<file path="config.mk">
export PLATFORM = sky130hd
export DESIGN_NAME = gcm_fanout_top
export DESIGN_NICKNAME = d
export VERILOG_FILES = /design/src/shared/gcm_pkg.sv /design/src/shared/gcm_sel_if.sv /design/src/hdl/gcm_runt_suppressor.sv /design/src/hdl/gcm_fanout_top.sv
export SDC_FILE = /design/constraint.sdc
export NUM_CORES = 1
export LEC_CHECK = 0
export CORE_MARGIN = 2
export CORE_UTILIZATION = 30
export CTS_CLUSTER_DIAMETER = 40
export DETAILED_ROUTE_END_ITERATION = 6
export DONT_BUFFER_PORTS = 1
export PLACE_DENSITY_LB_ADDON = 0.08
export SYNTH_ARGS = -nofsm -noshare
export SYNTH_HDL_FRONTEND = slang
export SYNTH_SLANG_ARGS = --single-unit
</file>
<file path="constraint.sdc">
create_clock -name pclk -period 2.7 [get_ports pclk]
set_input_delay 0.54 -clock pclk [delete_from_list [all_inputs] [get_ports pclk]]
set_output_delay 0.54 -clock pclk [all_outputs]
set_load 0.05 [all_outputs]
</file>
<file path="src/shared/gcm_pkg.sv">
`default_nettype none
package gcm_pkg;

    // ************************************************************
    // Bus geometry
    // ************************************************************
    localparam int          ADDR_WIDTH      = 12;
    localparam int          DATA_WIDTH      = 32;
    localparam int          FANOUT_DEFAULT  = 10;
    localparam int          COUNT_WIDTH     = 16;

    // ************************************************************
    // Register offsets
    // ************************************************************
    localparam logic [11:0] CTRL_OFFSET     = 12'h000;
    localparam logic [11:0] STATUS_OFFSET   = 12'h004;
    localparam logic [11:0] EVENT_OFFSET    = 12'h008;
    localparam logic [11:0] COUNT_OFFSET    = 12'h00c;

    // ************************************************************
    // Field positions
    // ************************************************************
    localparam int          CTRL_SELECT_BIT = 0;
    localparam int          CTRL_ENABLE_BIT = 1;
    localparam int          ST_ACTIVE_BIT   = 0;
    localparam int          ST_SWITCH_BIT   = 1;
    localparam int          ST_BYPASS_BIT   = 2;
    localparam int          ST_DEAD_A_BIT   = 3;
    localparam int          ST_DEAD_B_BIT   = 4;
    localparam int          ST_EN_EFF_BIT   = 5;
    localparam int          ST_INIT_BIT     = 6;
    localparam int          EV_DEAD_A_BIT   = 0;
    localparam int          EV_DEAD_B_BIT   = 1;
    localparam int          EV_SWITCH_BIT   = 2;

    // ************************************************************
    // Reset values
    // ************************************************************
    localparam logic        CTRL_SELECT_RST = 1'b1;
    localparam logic        CTRL_ENABLE_RST = 1'b1;
    localparam logic        ACTIVE_SRC_RST  = 1'b1;

    typedef enum logic [1:0] {
        GCM_ST_RUN   = 2'b00,
        GCM_ST_DRAIN = 2'b01,
        GCM_ST_ARM   = 2'b10,
        GCM_ST_RISE  = 2'b11
    } gcm_state_type;

endpackage : gcm_pkg
`default_nettype wire

</file>
<file path="src/shared/gcm_sel_if.sv">
`timescale 1ns/10ps
`default_nettype none
interface gcm_sel_if;
    logic clk_a;
    logic clk_b;
    logic select;
    logic enable;
    logic bypass;
    logic init_n;
    logic out_level;
    logic active_src;
    logic holding;
    logic switching;
    logic en_eff;

    modport ctrl (
        output clk_a, clk_b, select, enable, bypass, init_n,
        input  out_level, active_src, holding, switching, en_eff
    );
    modport core (
        input  clk_a, clk_b, select, enable, bypass, init_n,
        output out_level, active_src, holding, switching, en_eff
    );
endinterface : gcm_sel_if
`default_nettype wire

</file>
<file path="src/hdl/gcm_runt_suppressor.sv">
`timescale 1ns/10ps
`default_nettype none
module gcm_runt_suppressor (
    input wire logic pclk,
    input wire logic presetn,
    gcm_sel_if.core  sif
);

    gcm_pkg::gcm_state_type state;
    gcm_pkg::gcm_state_type next_state;
    logic                   cur;
    logic                   next_cur;
    logic                   raw;
    logic                   old_clk;
    logic                   new_clk;
    logic                   new_prev;

    assign old_clk = cur ? sif.clk_b : sif.clk_a;
    assign new_clk = sif.select ? sif.clk_b : sif.clk_a;

    // ************************************************************
    // Switchover sequencing
    // ************************************************************
    always_comb begin
        next_state = state;
        next_cur   = cur;
        raw        = 1'b0;
        if (!sif.init_n) begin
            next_state = gcm_pkg::GCM_ST_ARM; // RULE10
            next_cur   = sif.select;
        end else if (sif.bypass) begin
            next_state = gcm_pkg::GCM_ST_RUN; // RULE11
            next_cur   = sif.select;
            raw        = new_clk; // RULE2
        end else begin
            case (state)
                gcm_pkg::GCM_ST_RUN: begin
                    raw = old_clk; // RULE2
                    if (sif.select != cur) begin
                        next_state = gcm_pkg::GCM_ST_DRAIN; // RULE12
                    end
                end
                gcm_pkg::GCM_ST_DRAIN: begin
                    // Old phase runs to its natural end
                    raw = old_clk; // RULE4
                    if (!old_clk) begin
                        next_state = gcm_pkg::GCM_ST_ARM;
                    end
                end
                gcm_pkg::GCM_ST_ARM: begin
                    // Wait for a fall: a low already in progress may be short
                    if (new_prev && !new_clk) begin // RULE4
                        next_state = gcm_pkg::GCM_ST_RISE; // RULE12
                    end
                end
                gcm_pkg::GCM_ST_RISE: begin
                    if (new_clk) begin
                        raw        = 1'b1; // RULE12
                        next_cur   = sif.select;
                        next_state = gcm_pkg::GCM_ST_RUN;
                    end
                end
                default: begin
                    next_state = gcm_pkg::GCM_ST_ARM;
                end
            endcase
        end
    end

    always_ff @(posedge pclk or negedge presetn) begin
        if (!presetn) begin
            state <= gcm_pkg::GCM_ST_ARM;
            cur   <= gcm_pkg::ACTIVE_SRC_RST;
        end else begin
            state <= next_state;
            cur   <= next_cur;
        end
    end

    // Resets low so no false fall is seen right after reset
    always_ff @(posedge pclk or negedge presetn) begin
        if (!presetn) begin
            new_prev <= 1'b0;
        end else begin
            new_prev <= new_clk; // RULE4
        end
    end

    // ************************************************************
    // Enable gate and output level
    // ************************************************************
    // Enable only moves in a low phase, so it never cuts a pulse
    always_ff @(posedge pclk or negedge presetn) begin
        if (!presetn) begin
            sif.en_eff <= 1'b0;
        end else if (!raw) begin
            sif.en_eff <= sif.enable; // RULE8
        end
    end

    always_ff @(posedge pclk or negedge presetn) begin
        if (!presetn) begin
            sif.out_level <= 1'b0;
        end else begin
            sif.out_level <= raw & sif.en_eff; // RULE6
        end
    end

    assign sif.active_src = cur;
    assign sif.holding    = (state == gcm_pkg::GCM_ST_ARM) && !sif.bypass;
    assign sif.switching  = (state != gcm_pkg::GCM_ST_RUN) && !sif.bypass;

endmodule : gcm_runt_suppressor
`default_nettype wire

</file>
<file path="src/hdl/gcm_fanout_top.sv">
// Overview of operation
// RULE1 - Same selected clock drives all ten output pairs while enabled.
// RULE2 - Select low follows input A, high input B; complements inverted.
// RULE3 - Source select defaults high, choosing input B.
// RULE4 - Switching sources never shortens a high or low output phase.
// RULE5 - A dead input with no differential swing gives a steady output.
// RULE6 - One enable controls all ten output pairs together.
// RULE7 - Disabled outputs hold true low and complement high.
// RULE8 - Enable changes take effect only during the low output phase.
// RULE9 - Output enable defaults high, outputs enabled.
// RULE10 - Timed power-on reset puts the suppressor in a known state.
// RULE11 - Timing pin strapped high bypasses suppression: plain multiplexer.
// RULE12 - On select change finish phase, hold low, resume on new rising edge.
`timescale 1ns/10ps
`default_nettype none
module gcm_fanout_top #(
    parameter int FANOUT_COUNT = gcm_pkg::FANOUT_DEFAULT
) (
    input  wire logic                    pclk,
    input  wire logic                    presetn,
    input  wire logic                    psel,
    input  wire logic                    penable,
    input  wire logic                    pwrite,
    input  wire logic [11:0]             paddr,
    input  wire logic [31:0]             pwdata,
    output var  logic [31:0]             prdata,
    output logic                         pready,
    output logic                         pslverr,
    input  wire logic                    clock_input_a_p,
    input  wire logic                    clock_input_a_n,
    input  wire logic                    clock_input_b_p,
    input  wire logic                    clock_input_b_n,
    input  wire logic                    reset_timing_pin,
    output logic [FANOUT_COUNT-1:0]      fanout_outputs_p,
    output logic [FANOUT_COUNT-1:0]      fanout_outputs_n
);

    gcm_sel_if sif ();

    logic                                ctrl_select;
    logic                                ctrl_enable;
    logic                                strap_taken;
    logic                                bypass;
    logic                                init_done;
    logic [1:0]                          in_p;
    logic [1:0]                          in_n;
    logic [1:0]                          clean;
    logic [1:0]                          dead;
    logic [1:0]                          dead_prev;
    logic [2:0]                          events;
    logic [2:0]                          next_events;
    logic [2:0]                          ev_set;
    logic [2:0]                          ev_clr;
    logic                                src_prev;
    logic                                switch_done;
    logic [gcm_pkg::COUNT_WIDTH-1:0]     switch_count;
    logic                                wr_access;
    logic                                rd_setup;
    logic [31:0]                         read_value;
    logic                                cur_clk;

    // ************************************************************
    // Address decode
    // ************************************************************
    function automatic logic reg_hit(
        input logic [11:0] addr,
        input logic [11:0] offset
    );
        reg_hit = (addr == offset);
    endfunction : reg_hit

    function automatic logic reg_mapped(input logic [11:0] addr);
        reg_mapped = reg_hit(addr, gcm_pkg::CTRL_OFFSET)
                   | reg_hit(addr, gcm_pkg::STATUS_OFFSET)
                   | reg_hit(addr, gcm_pkg::EVENT_OFFSET)
                   | reg_hit(addr, gcm_pkg::COUNT_OFFSET);
    endfunction : reg_mapped

    // ************************************************************
    // APB slave
    // ************************************************************
    // Zero wait states; read data is captured in the setup cycle
    assign pready    = 1'b1;
    assign pslverr   = psel & penable & ~reg_mapped(paddr);
    assign wr_access = psel & penable & pwrite;
    assign rd_setup  = psel & ~penable & ~pwrite;

    always_ff @(posedge pclk or negedge presetn) begin
        if (!presetn) begin
            ctrl_select <= gcm_pkg::CTRL_SELECT_RST; // RULE3
            ctrl_enable <= gcm_pkg::CTRL_ENABLE_RST; // RULE9
        end else if (wr_access && reg_hit(paddr, gcm_pkg::CTRL_OFFSET)) begin
            ctrl_select <= pwdata[gcm_pkg::CTRL_SELECT_BIT];
            ctrl_enable <= pwdata[gcm_pkg::CTRL_ENABLE_BIT];
        end
    end

    always_comb begin
        read_value = 32'h0000_0000;
        if (reg_hit(paddr, gcm_pkg::CTRL_OFFSET)) begin
            read_value[gcm_pkg::CTRL_SELECT_BIT] = ctrl_select;
            read_value[gcm_pkg::CTRL_ENABLE_BIT] = ctrl_enable;
        end else if (reg_hit(paddr, gcm_pkg::STATUS_OFFSET)) begin
            read_value[gcm_pkg::ST_ACTIVE_BIT] = sif.active_src;
            read_value[gcm_pkg::ST_SWITCH_BIT] = sif.switching;
            read_value[gcm_pkg::ST_BYPASS_BIT] = bypass;
            read_value[gcm_pkg::ST_DEAD_A_BIT] = dead[0];
            read_value[gcm_pkg::ST_DEAD_B_BIT] = dead[1];
            read_value[gcm_pkg::ST_EN_EFF_BIT] = sif.en_eff;
            read_value[gcm_pkg::ST_INIT_BIT]   = init_done;
        end else if (reg_hit(paddr, gcm_pkg::EVENT_OFFSET)) begin
            read_value[2:0] = events;
        end else if (reg_hit(paddr, gcm_pkg::COUNT_OFFSET)) begin
            read_value[gcm_pkg::COUNT_WIDTH-1:0] = switch_count;
        end
    end

    always_ff @(posedge pclk or negedge presetn) begin
        if (!presetn) begin
            prdata <= 32'h0000_0000;
        end else if (rd_setup) begin
            prdata <= read_value;
        end
    end

    // ************************************************************
    // Power-on timing and strap capture
    // ************************************************************
    // A pin already high at release means strapped, not charging
    always_ff @(posedge pclk or negedge presetn) begin
        if (!presetn) begin
            strap_taken <= 1'b0;
            bypass      <= 1'b0;
        end else if (!strap_taken) begin
            strap_taken <= 1'b1;
            bypass      <= reset_timing_pin; // RULE11
        end
    end

    always_ff @(posedge pclk or negedge presetn) begin
        if (!presetn) begin
            init_done <= 1'b0;
        end else if (reset_timing_pin) begin
            init_done <= 1'b1; // RULE10
        end
    end

    // ************************************************************
    // Dead input guard
    // ************************************************************
    assign in_p = {clock_input_b_p, clock_input_a_p};
    assign in_n = {clock_input_b_n, clock_input_a_n};

    generate
        for (genvar gi = 0; gi < 2; gi++) begin : g_guard
            logic clean_q;
            logic dead_q;
            // Equal legs stand for a collapsed swing: park low
            always_ff @(posedge pclk or negedge presetn) begin
                if (!presetn) begin
                    clean_q <= 1'b0;
                    dead_q  <= 1'b0;
                end else begin
                    dead_q  <= (in_p[gi] == in_n[gi]); // RULE5
                    clean_q <= (in_p[gi] != in_n[gi]) & in_p[gi]; // RULE5
                end
            end
            assign clean[gi] = clean_q;
            assign dead[gi]  = dead_q;
        end
    endgenerate

    // ************************************************************
    // Suppressor hookup
    // ************************************************************
    assign sif.clk_a  = clean[0];
    assign sif.clk_b  = clean[1];
    assign sif.select = ctrl_select;
    assign sif.enable = ctrl_enable;
    assign sif.bypass = bypass;
    assign sif.init_n = init_done & strap_taken;

    gcm_runt_suppressor u_runt_suppressor (
        .pclk    (pclk),
        .presetn (presetn),
        .sif     (sif.core)
    );

    // ************************************************************
    // Fanout stage
    // ************************************************************
    generate
        for (genvar gf = 0; gf < FANOUT_COUNT; gf++) begin : g_fan
            logic true_q;
            logic comp_q;
            always_ff @(posedge pclk or negedge presetn) begin
                if (!presetn) begin
                    true_q <= 1'b0; // RULE7
                    comp_q <= 1'b1; // RULE7
                end else begin
                    true_q <= sif.out_level; // RULE1
                    comp_q <= ~sif.out_level; // RULE2
                end
            end
            assign fanout_outputs_p[gf] = true_q;
            assign fanout_outputs_n[gf] = comp_q;
        end
    endgenerate

    // ************************************************************
    // Event flags and switchover count
    // ************************************************************
    always_ff @(posedge pclk or negedge presetn) begin
        if (!presetn) begin
            dead_prev <= 2'b00;
            src_prev  <= gcm_pkg::ACTIVE_SRC_RST;
        end else begin
            dead_prev <= dead;
            src_prev  <= sif.active_src;
        end
    end

    assign switch_done = (sif.active_src != src_prev);
    assign ev_set      = {switch_done, dead & ~dead_prev};
    assign ev_clr      = (wr_access && reg_hit(paddr, gcm_pkg::EVENT_OFFSET))
                         ? pwdata[2:0] : 3'h0;

    // New event beats a write-one-to-clear in the same cycle
    always_comb begin
        next_events = (events & ~ev_clr) | ev_set;
    end

    always_ff @(posedge pclk or negedge presetn) begin
        if (!presetn) begin
            events <= 3'h0;
        end else begin
            events <= next_events;
        end
    end

    // Count wraps; software takes differences
    always_ff @(posedge pclk or negedge presetn) begin
        if (!presetn) begin
            switch_count <= '0;
        end else if (switch_done) begin
            switch_count <= switch_count + 16'h0001;
        end
    end

    // ************************************************************
    // Checks
    // ************************************************************
    assign cur_clk = sif.active_src ? clean[1] : clean[0];
endmodule : gcm_fanout_top
`default_nettype wire

</file>
Word-level counts from Yosys, hierarchy flattened --
Index checks and enable logic that the tools add are counted. W data, S select, Z words.
Storage, ports and cells: word-level logic and storage cells 98, output and inout bits 54, input port bits 54, flip-flop bits (word level) 55
Cells by class: mux-type cells 25, reductions and logical operators 12, add/subtract/negate cells 1, bitwise logic cells 21, equal/unequal tests 18
Operators with widths (count):
- $eq A12 B4 Y1 const B | 2
- $add A16 B1 Y16 const B | 1
- $mux W16 | 1
- $ne A4 B4 Y1 const B | 4
- $mux W14 | 1
- $mux W2 | 7
- $mux W13 | 1
- $eq A12 B3 Y1 const B | 1
- $logic_not A12 Y1 | 1
- $and A1 B1 Y1 | 9
- $mux W1 | 9
- $mux W9 | 1
- $pmux W2 S4 | 1
- $mux W7 | 1
- $mux W3 | 2
- $ne A3 B3 Y1 const B | 2
- $eq A2 B2 Y1 const B | 2
- $logic_and A1 B1 Y1 | 4
- $ne A1 B1 Y1 | 4
- $not A1 Y1 | 4
- $reduce_and A4 Y1 | 1
- $and A3 B3 Y3 | 1
- $not A3 Y3 | 1
- $or A1 B1 Y1 | 3
- 11 further kinds | 13

Longest topological paths before layout --
Gate-level depths: netlist of run 1.
word-level depth 7, gate-level depth with buffers 6, depth with buffers taken out 6

By module --
Synthesis of run 1 repeated with hierarchy kept, for this count alone.
Unflattened totals: cell total of the unflattened synthesis 238, area total of the unflattened synthesis 2716.4 um^2
Modules (own cells, without submodules):
- gcm_fanout_top | cells each 199, sequential area each 1231.2 um^2, area each 2311.0 um^2, instances 1
- gcm_runt_suppressor | cells each 39, sequential area each 152.6 um^2, area each 405.4 um^2, instances 1

Worst setup path after synthesis of run 1 --
No wires, ideal clock.
kind input to output, from input port paddr[1], to output port pslverr, path slack 0.394 ns, required time 2.160 ns, stages on the path 3, arrival time 1.766 ns, path buffers 0, path through or4_4 -> nor4_4 -> nor2_1
On the way: longest elaborated chain between the ends 6, elaborated cells between the ends (all ways) 9, those cells by class eq/ne (3); bitwise (5); reduce/logical (1)
Ends and longest elaborated chain:
- from (decl) | line gcm_fanout_top.sv:24 | input wire logic [11:0] paddr,
- $eq A12 B3 Y1 or $logic_not A12 Y1 (tied branches) | line gcm_fanout_top.sv:69 | reg_hit = (addr == offset);
- $or A1 B1 Y1 | line gcm_fanout_top.sv:74 | | reg_hit(addr, gcm_pkg::STATUS_OFFSET)
- $or A1 B1 Y1 | line gcm_fanout_top.sv:75 | | reg_hit(addr, gcm_pkg::EVENT_OFFSET)
- $or A1 B1 Y1 (*) | line gcm_fanout_top.sv:76 | | reg_hit(addr, gcm_pkg::COUNT_OFFSET);
- $not A1 Y1 (*) | line gcm_fanout_top.sv:84 | assign pslverr = psel & penable & ~reg_mapped(paddr);
- $and A1 B1 Y1 (*) | line gcm_fanout_top.sv:84
- to (decl) | line gcm_fanout_top.sv:28 | output logic pslverr,
Every way passes the cells marked *; elsewhere a longest branch is shown, timed or not.

Final worst setup path of run 1 --
Same ends and word-level chain as after synthesis.

==> impl_metrics.tcl, run 1 <==
set metrics [dict create \
    outcome "complete, no violations" \
    cp.required_ns 2.16 \
    grt_use_total_pct 11.89 \
    pin_count 108 \
    synth_commonest_cells "dfrtp_1, buf_4, nand2_1" \
    worstPathArrival_ns 1.74 \
    grt_pass1_wl_um 9018 \
    yosys_warnings 0 \
    internal_power_w 0.001089 \
    diodes 0 \
    cts_made_buffers 5 \
    coreArea_mm2 0.009109 \
    finalClockSkew_ns 0.01542 \
    grt_pass1_vias 1600 \
    cp-end-kind "primary output" \
    synth_area_mm2 0.002769 \
    die_w_um 100.1 \
    multi_input_area_mm2 0.001099 \
    drc 0 \
    hpwlAfterDp_um 3958 \
    irDropWorstVdd_mv 0.1945 \
    fin_nets 294 \
    vias 1598 \
    crit_path_cell_trace "or4_4, nor4_4, nor2_1, buf_4" \
    cts_tree "done" \
    n_fill_cell 911 \
    insertion_delay_ns 0.32 \
    synthDominantCellAreaShare_pct 44.28 \
    port_buffers 0 \
    seq_area_frac_synth_pct 49.98 \
    clockBufferDepth 2 \
    layout-drive-gt1-share_pct 18.45 \
    initial_core_util_pct 30.40 \
    yosys_most_used_dff "dfrtp_1" \
    worstMarginPinSlew_ns 0.5225 \
    die_h_um 100.1 \
    place.gp.congestion 0.7713 \
    wl_um 5592 \
    critPathKind "in -> out" \
    p_sw_w 0.0004322 \
    cts.repair.resized 0 \
    fin_total_pwr_w 0.001521 \
    drt_iter0_drc 42 \
    setup_slack_ns 0.4231 \
    htree_levels 2 \
    drv_cap 0 \
    ys_seq_elements 55 \
    avgSynthCellArea_um2 11.30 \
    p_seq_share_pct 56.8 \
    synth_area_leaders "dfrtp_1, buf_4, dfstp_2, xnor2_1, ha_1" \
    yosysMostFrequentCell "dfrtp_1" \
    min_period_over_period_pct 84.33 \
    dieArea_mm2 0.01001 \
    wl_per_cell_um 16.26 \
    period_minus_slack_ns 2.277 \
    reg2reg_slack_ns 0.81 \
    async_flop_share_pct 100.0 \
    path_clk_slew_ns 0.11 \
    path_max_fanout 3 \
    hold_viol 0 \
    setup_violations 0 \
    synth.distinct_cells 46 \
    dp_slack_ns 0.3921 \
    r2r_cells 5 \
    overflow 0 \
    max_stage_delay_ns 0.52 \
    grt_setup_unrepaired "false" \
    clock_power_share_pct 31.4 \
    grt_max_degree 50 \
    drtPass1Iterations 4 \
    tns_ns 0 \
    postRouteAntennaNets 0 \
    clock-sinks 55 \
    power_frac_comb_pct 11.9 \
    seqCellArea_mm2 0.001391 \
    num_rows 35 \
    finalMaxSlewViolations 0 \
    antenna_found_initial 0 \
    rr_startpoint "u_runt_suppressor.state[1]" \
    syn_to_final_growth_pct 3.028 \
    fmax_mhz 439.2 \
    power.density_mw_per_mm2 533.2 \
    clockRootBuffer "clkbuf_8" \
    relSlewSlack_pct 64.92 \
    timing.rr.end "u_runt_suppressor.state[0]" \
    yosysTopAreaCell "dfrtp_1" \
    switching_share_pct 28.41 \
    slowest_stage "or4_4" \
    cellLeakagePower_nw 1.316 \
    avgViaCountPerCell 4.645 \
    synth-edff-count 0 \
    hp-class "in -> async" \
    syn-instance-count 245 \
    start_kind "primary input" \
]
-- metrics by stage --
stage / instances / util (%) / cell area, µm² / hold WS [ns]
floorplan: 261 / - / 2829 / 0.2444
detailed placement: 335 / 30.04 / 2736 / 0.2476
CTS: 344 / 31.32 / 2853 / 0.04097
global placement: 335 / 30.04 / 2736 / 0.2476
finish: 344 / 31.32 / 2853 / 0.05205
global route: 344 / 31.32 / 2853 / 0.02268
-- metal layers --
layer  GRT usage (%)  vias to the layer above  part of all wire, %
met2           17.83                       52                   44
met3           4.318                        5                  6.9
li1                -                      763                    -
met1           16.18                      778                   48
met5               0                        -                    0
met4           3.477                        0                 0.91
-- layout make-up --
cell class,count,area share (%)
tap,111,4.868
inverter,10,1.316
clock buffer,6,2.544
clock inverter,2,0.5702
multi-input combinational,153,38.51
sequential,55,48.77
timing repair buffer,7,3.421
-- cells in the final DEF (no fill, tap or decap), types with 2 or more instances in the layout --
cell      Yosys  routed
mux4_2        2       2
clkbuf_8      0       5
dfstp_2       6       5
xnor2_1      13      13
conb_1        2      18
inv_1        10      10
nand3_1      14      14
ha_1          8       8
xor2_1        4       4
mux2_2        5       5
nor2_1        5       5
a22o_1        2       2
buf_4        37       4
nor3b_1       2       2
nand2_1      24      24
dfrtp_1      49      48
buf_12        0       2
and4_1        3       3
and2_1        2       2
a22o_2        9       9
and3_1        2       2
o21ai_0       7       7
nand4_1       4       4
mux2i_1       8       8
-- registers in the layout (all words and copies together), names as in the netlist --
signal and cells:
bypass 1, ctrl_enable 1, ctrl_select 1, dead_prev 2, events 3, g_fan.comp_q 1, g_fan.true_q 1, g_guard.clean_q 2
g_guard.dead_q 2, init_done 1, prdata 16, src_prev 1, strap_taken 1, switch_count 16, u_runt_suppressor.new_prev 1, u_runt_suppressor.sif.active_src 1
u_runt_suppressor.sif.en_eff 1, u_runt_suppressor.sif.out_level 1, u_runt_suppressor.state 2
-- cells by family (layout without fill, tap and decap cells) --
logic type,count (synthesis),count (layout),synth area share (%)
other cells,2,18,0.2712
fa+ha+maj,8,8,3.615
flops,55,55,49.98
buf+inv,53,25,12.52
compound gates,28,28,8.180
xor+xnor,17,17,5.377
simple gates,67,67,13.51
mux,15,15,6.552
-- critical path: cells and delay by family --
| kind | cells | cell delay [ns] |
|---|---|---|
| AND/OR/NAND/NOR | 3 | 0.99 |
| buffers and inverters | 1 | 0.20 |
-- power groups by stage --
stage               sequential [W]  clock (W)  combinational [W]
global route              0.000866   0.000531           0.000203
finish                    0.000863   0.000478           0.000180
detailed placement        0.000879          0           0.000163
CTS                       0.000863   0.000499           0.000184
floorplan                 0.000873          0           0.000163
global placement          0.000880          0           0.000163
-- repair_timing --
action                    CTS  global route
hold endpoints to repair   49             0
hold buffers                1             0
setup buffers               0             0
-- how the worst max path moves through the flow --
stage               startpoint          end  slack [ns]
finish                paddr[1]      pslverr        0.42
global route          paddr[1]      pslverr        0.38
CTS                   paddr[1]      pslverr        0.41
detailed placement    paddr[1]  ctrl_enable        0.39
global placement      paddr[1]  ctrl_enable        0.38
floorplan             paddr[1]      pslverr        0.39
No activity file was read; power rests on OpenSTA's default activity.
==> run 2, diff against run 1 <==
Clock period 2.7 ns to 1.9 ns, I/O delays scaled along.
==> impl_metrics.tcl, run 2 (synthesis results as in run 1) <==
set metrics [dict create \
    initial_core_util_pct 30.40 \
    worstMarginPinSlew_ns 0.5765 \
    syn_to_final_growth_pct 7.320 \
    multi_input_area_mm2 0.001114 \
    start_kind "flop" \
    fin_nets 304 \
    fin_util_pct 32.62 \
    reg_top3 "prdata (16), switch_count (16), events (3)" \
    drt_iter0_drc 93 \
    grt_use_total_pct 11.68 \
    relSlewSlack_pct 61.52 \
    finalClockSkew_ns 0.01114 \
    drtPass1Iterations 4 \
    gr-usage-met2_pct 16.94 \
    dieArea_mm2 0.01001 \
    grtUsageMet3_pct 3.273 \
    worstPathArrival_ns 1.50 \
    coreArea_mm2 0.009109 \
    vias 1661 \
    final_common_cell "dfrtp_1" \
    tns_ns 0 \
    setup_violations 0 \
    setup_slack_ns 0.02485 \
    avgViaCountPerCell 4.692 \
    stdcell_count 354 \
    critPathKind "reg -> out" \
    die_w_um 100.1 \
    layout-drive-gt1-share_pct 23.05 \
    n_fill_cell 931 \
    grt_pass1_wl_um 8997 \
    irDropWorstVdd_mv 0.2610 \
    cts_made_buffers 5 \
    drv_cap 0 \
    clockBufferDepth 2 \
    grt_setup_unrepaired "true" \
    grt-busiest-layer "met1" \
    max_stage_delay_ns 0.74 \
    most-common-layout-cells "dfrtp_1, nand2_1, conb_1" \
    place.gp.congestion 0.7176 \
    hold_viol 0 \
    clock-sinks 55 \
    diodes 0 \
    wl_um 5630 \
    fmax_mhz 533.3 \
    hp-class "in -> reg" \
    die_h_um 100.1 \
    finalMaxSlewViolations 0 \
    holdWs_ns 0.1635 \
    placedCellCount 344 \
    insertion_delay_ns 0.32 \
    post_cts_buffers 0 \
    path_clk_slew_ns 0.11 \
    grt_max_degree 56 \
    slowest_stage "dfstp_4" \
    dp_slack_ns -0.02786 \
    cellLeakagePower_nw 1.383 \
    path_max_fanout 9 \
    cp-end-kind "primary output" \
    port_buffers 0 \
    grt_use_met1_pct 17.10 \
    drc 0 \
    cp_num_buf_inv 1 \
    cp.required_ns 1.52 \
    seqCellArea_mm2 0.001391 \
    outcome "complete, no violations" \
    clockRootBuffer "clkbuf_8" \
    crit_family "flip-flops" \
    overflow 0 \
    period_minus_slack_ns 1.875 \
    postRouteAntennaNets 0 \
    grt_pass1_vias 1618 \
    antenna_found_initial 0 \
    crit_path_cell_trace "buf_16" \
    cts_tree "done" \
    num_rows 35 \
    min_period_over_period_pct 98.69 \
    power.density_mw_per_mm2 752.4 \
    wl_per_cell_um 15.90 \
    pin_count 108 \
    htree_levels 2 \
    hpwlAfterDp_um 4158 \
]
-- run 2: cell type report --
type | instances | area share [%]
Sequential cell | 55 | 46.82
Clock inverter | 3 | 0.8842
Inverter | 10 | 1.263
Tap cell | 111 | 4.674
Timing Repair Buffer | 17 | 6.568
Clock buffer | 5 | 2.316
Multi-Input combinational cell | 153 | 37.47
-- run 2: per-stage QoR --
step                      instance area, µm²  power, W
after floorplan                         2831  0.001473
after CTS                               2959  0.002256
after detailed placement                2819  0.001501
after global routing                    2972  0.002346
after global placement                  2819  0.001506
final                                   2972  0.002236
-- run 2: per-layer routing --
layer / routed length, µm / vias up
met5: 0 / -
met2: 2498 / 57
li1: - / 785
met3: 339 / 2
met4: 31 / 0
met1: 2760 / 817
-- run 2: what timing repair did --
item,in CTS,in global routing
setup endpoints to repair,9,11
gates resized for setup,1,2
hold endpoints to repair,55,0
hold buffers,2,0
-- run 2: worst paths after layout --
path | from | slack, ns | depth (start not counted) | end
min reg2reg | u_runt_suppressor.sif.out_level | 0.40 | 1 | g_fan[9].comp_q
min in group asynchronous | presetn | 0.58 | 2 | switch_count[12]
max reg2reg | u_runt_suppressor.state[1] | 0.11 | 5 | u_runt_suppressor.state[1]
max in group asynchronous | presetn | 1.00 | 2 | src_prev
max | g_fan[9].comp_q | 0.02 | 1 | fanout_outputs_n[1]
min | reset_timing_pin | 0.16 | 1 | init_done
-- run 2: where the power goes --
part / internal [W] / total (W) / leakage (nW) / switching (W)
clock: 0.000273 / 0.000716 / 0.0491 / 0.000443
sequential: 0.00120 / 0.00122 / 0.712 / 0.0000188
combinational: 0.000101 / 0.000300 / 0.622 / 0.000199
total: 0.00157 / 0.00224 / 1.38 / 0.000661
